$ cat config.mk
export PLATFORM = sky130hd
export DESIGN_NAME = hpp_ctrl
export DESIGN_NICKNAME = d
export VERILOG_FILES = /design/src/verilog/hpp_pkg.sv /design/src/verilog/hpp_ctrl.sv /design/src/verilog/hpp_port_power.sv
export SDC_FILE = /design/constraint.sdc
export NUM_CORES = 1
export LEC_CHECK = 0
export BUFFER_PORTS_ARGS = -buffer_cell sky130_fd_sc_hd__clkbuf_2
export CAP_MARGIN = 15
export CORE_MARGIN = 4
export CORE_UTILIZATION = 59
export CTS_CLUSTER_SIZE = 28
export DETAILED_ROUTE_END_ITERATION = 8
export PLACE_DENSITY = 0.84
export SETUP_SLACK_MARGIN = 0.15
export SYNTH_ARGS = -nofsm -noshare
export SYNTH_HDL_FRONTEND = slang
export SYNTH_SLANG_ARGS = --single-unit
$ cat constraint.sdc
create_clock -name SYS_CLK -period 4.25 [get_ports SYS_CLK]
set_clock_uncertainty 0.1 [all_clocks]
set_input_delay 0.425 -clock SYS_CLK [delete_from_list [all_inputs] [get_ports SYS_CLK]]
set_output_delay 0.425 -clock SYS_CLK [all_outputs]
set_load 0.05 [all_outputs]
$ cat src/verilog/hpp_pkg.sv
// constants, register map and state types for the port power and suspend controller
// Functional notes
// - two active-low open-drain power switch outputs, one per downstream port
// - one overcurrent input per downstream port
// - overcurrent drives switch output high (off), otherwise low (on)
// - internal detector enable resets to 0, selecting external detection
// - suspended state stops 48 MHz clock, pll, crystal, regulator powered down
// - full suspend only when host and peripheral controller both suspended
// - entering bus suspend drives suspend indicator high
// - indicator returns low only when state field selects reset or operational
// - bit 11 clear: clock stops 1.3 ms after suspend; set: keeps running
// - wake pulse in suspend restarts clock and sets clock-ready flag bit 6
// - clock available 160 us after wake input rises in suspend
// - clock kept running while wake input high; software may go operational
// - wake low over 1.14 ms after wake-up stops clock, back to suspend
// - chip-select access during suspend acts as software wake-up
// - bus resume moves host to resume state and sets resume-detected flag
package hpp_pkg;
	localparam int CLK_HZ = 25000000;
	localparam int STOP_DELAY_US10 = 13000;
	localparam int WAKE_UP_US = 160;
	localparam int WAKE_LOW_US100 = 11400;
	localparam int STOP_CYCLES = (CLK_HZ / 10000) * STOP_DELAY_US10 / 1000;
	localparam int WAKE_CYCLES = (CLK_HZ / 1000000) * WAKE_UP_US;
	localparam int WAKE_LOW_CYCLES = (CLK_HZ / 10000) * WAKE_LOW_US100 / 1000;
	localparam int CNT_W = 16;
	localparam logic [7:0] ADDR_CONTROL_RD = 8'h01;
	localparam logic [7:0] ADDR_CONTROL_WR = 8'h81;
	localparam logic [7:0] ADDR_INT_STATUS_RD = 8'h03;
	localparam logic [7:0] ADDR_INT_STATUS_WR = 8'h83;
	localparam logic [7:0] ADDR_HW_CONFIG_RD = 8'h20;
	localparam logic [7:0] ADDR_HW_CONFIG_WR = 8'ha0;
	localparam logic [7:0] ADDR_UP_INT_RD = 8'h24;
	localparam logic [7:0] ADDR_UP_INT_WR = 8'ha4;
	localparam logic [7:0] ADDR_PWR_STATUS_RD = 8'h30;
	localparam int STATE_LSB = 6;
	localparam int RESUME_BIT = 6;
	localparam int OC_ENABLE_BIT = 10;
	localparam int KEEP_CLOCK_BIT = 11;
	localparam int CLOCK_READY_BIT = 6;
	localparam logic [1:0] FS_RESET = 2'h0;
	localparam logic [1:0] FS_RESUME = 2'h1;
	localparam logic [1:0] FS_OPERATIONAL = 2'h2;
	localparam logic [1:0] FS_SUSPEND = 2'h3;
	localparam logic [31:0] CONTROL_RESET = 32'h0;
	localparam logic [15:0] HW_CONFIG_RESET = 16'h0;
	typedef enum logic [2:0] {CLK_RUN, CLK_STOP_WAIT, CLK_STOPPED, CLK_WAKING, CLK_WAKE_HOLD} hpp_clk_state_t;
endpackage

$ cat src/verilog/hpp_ctrl.sv
// host port power and suspend controller top
//
// The implementer's own choices: the register addresses and the address-and-strobe port.
module hpp_ctrl
(
	input wire logic SYS_CLK,
	input wire logic NRST,
	input wire logic [7:0] ADDR,
	input wire logic [31:0] WDATA,
	input wire logic WR,
	input wire logic RD,
	output logic [31:0] RDATA,
	input wire logic CS_N,
	input wire logic [1:0] PORT_OVERCURRENT_IN_N,
	input wire logic [1:0] OC_COMPARATOR,
	output logic [1:0] PORT_POWER_SWITCH_N_O,
	output logic [1:0] PORT_POWER_SWITCH_N_OE_N,
	input wire logic WAKE_REQUEST_IN,
	input wire logic BUS_RESUME_DETECT,
	input wire logic PERIPHERAL_SUSPENDED,
	output logic SUSPEND_IND,
	output logic CLOCK_RUN,
	output logic FULL_SUSPEND
);
	import hpp_pkg::*;

	// ******************************
	// registers and state
	// ******************************
	logic [31:0] control;
	logic [31:0] next_control;
	logic [15:0] hw_config;
	logic [15:0] next_hw_config;
	logic resume_flag;
	logic next_resume_flag;
	logic clock_ready;
	logic next_clock_ready;
	logic susp;
	logic next_susp;
	logic clk_run;
	logic next_clk_run;
	logic full_susp;
	logic next_full_susp;
	logic [31:0] rdata;
	logic [31:0] next_rdata;
	logic [CNT_W-1:0] cnt;
	logic [CNT_W-1:0] next_cnt;
	hpp_clk_state_t cst;
	hpp_clk_state_t next_cst;
	logic wake_d;
	logic [1:0] oe_n;

	function automatic logic [31:0] set_clear(input logic [31:0] cur, input logic [31:0] clr, input logic [31:0] set);
		set_clear = (cur & ~clr) | set;
	endfunction

	wire logic [1:0] fstate = control[STATE_LSB +: 2];
	wire logic wr_ctrl = WR && (ADDR == ADDR_CONTROL_WR);
	wire logic [1:0] new_fstate = WDATA[STATE_LSB +: 2];
	wire logic wake_rise = WAKE_REQUEST_IN && !wake_d;
	wire logic keep_clock = hw_config[KEEP_CLOCK_BIT];

	// ******************************
	// port power
	// ******************************
	hpp_port_power u_power
	(
		.clk(SYS_CLK),
		.rst_n(NRST),
		.internal_oc_en(hw_config[OC_ENABLE_BIT]),
		.oc_internal(OC_COMPARATOR),
		.port_overcurrent_in_n(PORT_OVERCURRENT_IN_N),
		.switch_oe_n(oe_n)
	);

	// ******************************
	// register file and host state
	// ******************************
	always_comb
	begin
		next_control = control;
		next_hw_config = hw_config;
		next_resume_flag = resume_flag;
		next_clock_ready = clock_ready;
		next_rdata = 32'h0;
		if (wr_ctrl)
			next_control = WDATA;
		if (WR && ADDR == ADDR_HW_CONFIG_WR)
			next_hw_config = WDATA[15:0];
		// write-one-to-clear; a same-cycle event still sets the flag
		if (WR && ADDR == ADDR_INT_STATUS_WR && WDATA[RESUME_BIT])
			next_resume_flag = 1'b0;
		if (WR && ADDR == ADDR_UP_INT_WR && WDATA[CLOCK_READY_BIT])
			next_clock_ready = 1'b0;
		if (fstate == FS_SUSPEND && BUS_RESUME_DETECT && !wr_ctrl)
		begin
			next_control = set_clear(control, 32'h000000c0, {24'h0, FS_RESUME, 6'h0});
			next_resume_flag = 1'b1;
		end
		if (cst == CLK_WAKING && cnt == CNT_W'(WAKE_CYCLES - 1))
			next_clock_ready = 1'b1;
		if (RD)
		begin
			case (ADDR)
				ADDR_CONTROL_RD: next_rdata = control;
				ADDR_INT_STATUS_RD: next_rdata = {25'h0, resume_flag, 6'h0};
				ADDR_HW_CONFIG_RD: next_rdata = {16'h0, hw_config};
				ADDR_UP_INT_RD: next_rdata = {25'h0, clock_ready, 6'h0};
				ADDR_PWR_STATUS_RD: next_rdata = {29'h0, full_susp, clk_run, susp};
				default: next_rdata = 32'h0;
			endcase
		end
	end

	always_ff @(posedge SYS_CLK or negedge NRST)
	begin
		if (!NRST)
		begin
			control <= CONTROL_RESET;
			hw_config <= HW_CONFIG_RESET;
			resume_flag <= 1'b0;
			clock_ready <= 1'b0;
			rdata <= 32'h0;
		end
		else
		begin
			control <= next_control;
			hw_config <= next_hw_config;
			resume_flag <= next_resume_flag;
			clock_ready <= next_clock_ready;
			rdata <= next_rdata;
		end
	end

	// ******************************
	// suspend and clock sequencing
	// ******************************
	always_comb
	begin
		next_susp = susp;
		next_cst = cst;
		next_cnt = cnt;
		next_clk_run = clk_run;
		if (fstate == FS_SUSPEND)
			next_susp = 1'b1;
		else if (fstate == FS_RESET || fstate == FS_OPERATIONAL)
			next_susp = 1'b0;
		case (cst)
			CLK_RUN:
			begin
				next_clk_run = 1'b1;
				if (fstate == FS_SUSPEND && !keep_clock)
				begin
					next_cst = CLK_STOP_WAIT;
					next_cnt = '0;
				end
			end
			CLK_STOP_WAIT:
			begin
				next_cnt = cnt + 1'b1;
				if (fstate != FS_SUSPEND || keep_clock)
					next_cst = CLK_RUN;
				else if (cnt == CNT_W'(STOP_CYCLES - 1))
				begin
					next_cst = CLK_STOPPED;
					next_clk_run = 1'b0;
				end
			end
			CLK_STOPPED:
			begin
				next_cnt = '0;
				if (fstate != FS_SUSPEND)
					next_cst = CLK_RUN;
				else if (wake_rise)
					next_cst = CLK_WAKING;
				else if (!CS_N)
				begin
					next_cst = CLK_RUN;
					next_clk_run = 1'b1;
				end
			end
			CLK_WAKING:
			begin
				next_cnt = cnt + 1'b1;
				if (cnt == CNT_W'(WAKE_CYCLES - 1))
				begin
					next_cst = CLK_WAKE_HOLD;
					next_clk_run = 1'b1;
					next_cnt = '0;
				end
			end
			CLK_WAKE_HOLD:
			begin
				if (fstate != FS_SUSPEND || !CS_N)
					next_cst = CLK_RUN;
				else if (WAKE_REQUEST_IN)
					next_cnt = '0;
				else if (cnt == CNT_W'(WAKE_LOW_CYCLES))
				begin
					next_cst = CLK_STOPPED;
					next_clk_run = 1'b0;
				end
				else
					next_cnt = cnt + 1'b1;
			end
			default:
				next_cst = CLK_RUN;
		endcase
		next_full_susp = !next_clk_run && PERIPHERAL_SUSPENDED;
	end

	always_ff @(posedge SYS_CLK or negedge NRST)
	begin
		if (!NRST)
		begin
			susp <= 1'b0;
			cst <= CLK_RUN;
			cnt <= '0;
			clk_run <= 1'b1;
			full_susp <= 1'b0;
			wake_d <= 1'b0;
		end
		else
		begin
			susp <= next_susp;
			cst <= next_cst;
			cnt <= next_cnt;
			clk_run <= next_clk_run;
			full_susp <= next_full_susp;
			wake_d <= WAKE_REQUEST_IN;
		end
	end

	assign PORT_POWER_SWITCH_N_O = 2'h0;
	assign PORT_POWER_SWITCH_N_OE_N = oe_n;
	assign RDATA = rdata;
	assign SUSPEND_IND = susp;
	assign CLOCK_RUN = clk_run;
	assign FULL_SUSPEND = full_susp;
endmodule

$ cat src/verilog/hpp_port_power.sv
// per-port overcurrent to power switch control
module hpp_port_power
	import hpp_pkg::*;
(
	input wire logic clk,
	input wire logic rst_n,
	input wire logic internal_oc_en,
	input wire logic [1:0] oc_internal,
	input wire logic [1:0] port_overcurrent_in_n,
	output logic [1:0] switch_oe_n
);
	logic [1:0] next_switch_oe_n;

	always_comb
	begin
		// overcurrent releases the pin (oe high) so the pull-up turns the switch off
		// external detector flags are active low and already synchronous
		next_switch_oe_n = internal_oc_en ? oc_internal : ~port_overcurrent_in_n;
	end

	// oe low pulls the pin low (switch on); released high cuts supply through pull-up
	always_ff @(posedge clk or negedge rst_n)
	begin
		if (!rst_n)
			switch_oe_n <= 2'h0;
		else
			switch_oe_n <= next_switch_oe_n;
	end
endmodule

==> run summary <==
Status: finished, final reports clean
Fmax: 400 MHz
Pwr Density: 330 mW/mm^2
Synth Area in Compound Gates: 10.8%
Setup repair bufs after CTS: 0
Max-Cap Viols: 0
Tot GR Track Use: 20.9%
Crit Path Max Fanout: 10
Max Root-Sink Buffers: 2
Antenna Cells: 0
Final net count: 525
Top_reg_cell synth: dfrtp_1
Grt ovf: 0
Die width: 97.0 um
Clk_lat worst skew: 370 ps
Startpoint types: register
Num CTS Buffers: 9
Post-Route WL: 9530 um
1st-pass router iterations: 4
Setup violators final: 0
Avg Cell Area, Syn: 12.3 sq um
Dpl cells: 562
RSZ-0062 raised after global routing: no
Leading area contributor after synthesis: dfrtp_1
Number of synthesis warnings: 0
Post-synthesis sequential area ratio: 57.4%
Min-delay worst type: in -> async
Post-synthesis adder-cell area fraction: 0.536%
# rows: 32
Share of cells above drive strength 1: 35.5%
Largest net degree at the start of global routing: 78
Die ar.: 0.00940 sq mm
DR vias/cell: 5.77
Total number of vias: 3335
Area share of xor/xnor cells in the synthesized design: 0.938%
Main combinational cell family by area after synthesis: simple AND/OR/NAND/NOR gates
Worst Setup End Kind: register
Synth cell types: 59
Synthesized cell area: 0.00467 sq mm
Cts repair resizes: 0
CTS root buffer: clkbuf_8
Synth area leaders: dfrtp_1 (57%), mux2_2 (12%), a22o_1 (3.6%), and2_1 (2.4%), nor2_1 (2.0%)
Iter 0 DRT Violations: 198
Non-filler cells, final: 578
Number of global-route vias before repair: 3422
Worst ir drop on vdd: 0.224 mV
CTS H-Tree Depth: 3
Tcrit/Tclk final: 58.8%
DRC viols: 0
Multiplexer share of the synthesized area: 13.2%
Power Total: 1.79 mW
Core Region: 0.00773 sq mm
Reg clk slew, reported paths: 110 ps
Seq cells post-synth: 107
I/O Pins: 91
CP arrival: 2660 ps
Synth top area share: 56.8%
Initial antenna violation count: 0
Lkg Pwr: 2.75 nW
Setup CP Type: reg -> reg
Synth Area in Simple Gates: 14.8%
Post-layout util: 70.1%
Synth-to-Final Area Change: 15.9%
ANT nets after route: 0
Syn Inst Count: 381
Asr flop ratio synth: 100%
Number of flops mapped to enable cells by yosys: 0
CTS tree: built
Drt wl/cell: 16.5 um
Die Y: 97.0 um
Crit path time final: 2500 ps
Pin slew with the least headroom to its limit: 940 ps
Fin. max-slew vios: 0
Slew margin rel.: 37.3%
Worst Path Required: 4410 ps
Setup TNS Final: 0 ps
Initial core utilization: 60.4%
Hold Violations, Final: 0
CTS sink cnt: 107
Hold_buf cts: 0
First-pass GRT wire length: 16100 um
Routability congestion estimate: 0.900
Input/output buffers: 88
HPWL Detailed: 6760 um
==> Yosys cell counts, drive strengths merged, types with 2 or more instances <==
cell type,n
nor2,26
a2bb2oi,2
a22o,19
nand3,9
and3b,3
and4,2
nand4,6
mux2i,3
nor3,6
and2,18
a221o,2
and3,3
nor2b,4
clkbuf,11
dfrtp,106
nor4,8
nand2b,3
mux2,52
nor3b,2
nor4b,3
ha,2
xnor2,5
o41ai,2
o21ai,15
buf,4
o31ai,4
a21oi,6
nand2,20
o21a,3
or3,2
inv,9
or4b,2
a211oi,2
a22oi,3
==> stage by stage <==
stage,setup WS (ps),instance area (sq um),hold WS [ps]
CTS,1760,5410,94.5
global placement,1840,5210,355
finish,1750,5410,84.5
detailed placement,1780,5210,362
global route,1540,5410,101
floorplan,1930,4670,29.4
==> path summary, 6_finish.rpt <==
| check | depth (start not counted) | from | endpoint | slack (ps) |
|---|---|---|---|---|
| max in group asynchronous | 2 | NRST | hw_config[11] | 3010 |
| min in group SYS_CLK | 2 | PORT_OVERCURRENT_IN_N[0] | u_power.switch_oe_n[0] | 100 |
| worst min register to register | 1 | control[30] | RDATA[30] | 380 |
| worst min-delay path | 1 | NRST | control[2] | 80 |
| worst max register to register | 7 | cnt[0] | cnt[4] | 1750 |
| worst max-delay path | 7 | cnt[0] | cnt[4] | 1750 |
==> area by class of cell <==
cell class                 count  area [sq um]
timing repair buffer          93           480
multi-input combinational    251          1890
tap                          102           128
clock inverter                 7          80.1
fill                         565          2310
inverter                       9          33.8
clock buffer                   9           124
sequential                   107          2680
==> metal layers <==
metal / up-vias / GRT usage, % / routed length, um
li1: 1560 / - / -
met2: 105 / 34.2 / 4710
met5: - / 0 / 0
met1: 1657 / 26.9 / 4060
met3: 13 / 5.19 / 594
met4: 0 / 8.32 / 160
==> report_power, final <==
part / total [mW] / internal (mW) / switching [mW]
registers: 1.06 / 1.04 / 0.0195
clock network: 0.615 / 0.234 / 0.381
logic: 0.107 / 0.0483 / 0.0591
total: 1.79 / 1.33 / 0.459
==> registers in the layout, summed over array words and instances, names as in the netlist <==
signal               count
control                 32
clock_ready              1
u_power.switch_oe_n      2
FULL_SUSPEND             1
wake_d                   1
CLOCK_RUN                1
hw_config               16
RDATA                   32
resume_flag              1
cst                      3
SUSPEND_IND              1
cnt                     16
==> logic make-up (layout without fill, tap and decap cells) <==
group	after synthesis	in the layout
other	1	2
adders and majority gates	2	2
muxes	55	55
DFF	107	107
and+or+nand+nor	122	122
xor gates and xnor gates	5	5
AOI/OAI and AO/OA	65	65
buffers and inverters	24	118
==> critical path: stages (launching register included) <==
cell and delay [ps]:
dfrtp_1 410, inv_1 90, ha_1 140, or4bb_1 490, nor4_2 430, o31a_2 300, nor2_2 120, a221o_1 310
==> cell usage in the layout, fill, tap and decap left out, types with 14 or more instances in the layout <==
cell type	count
a22o_1	19
clkbuf_2	87
dfrtp_1	106
nor2_1	25
and2_1	18
o21ai_0	14
nand2_1	20
mux2_2	51
Note: power is estimated with default switching activity, not from simulation.
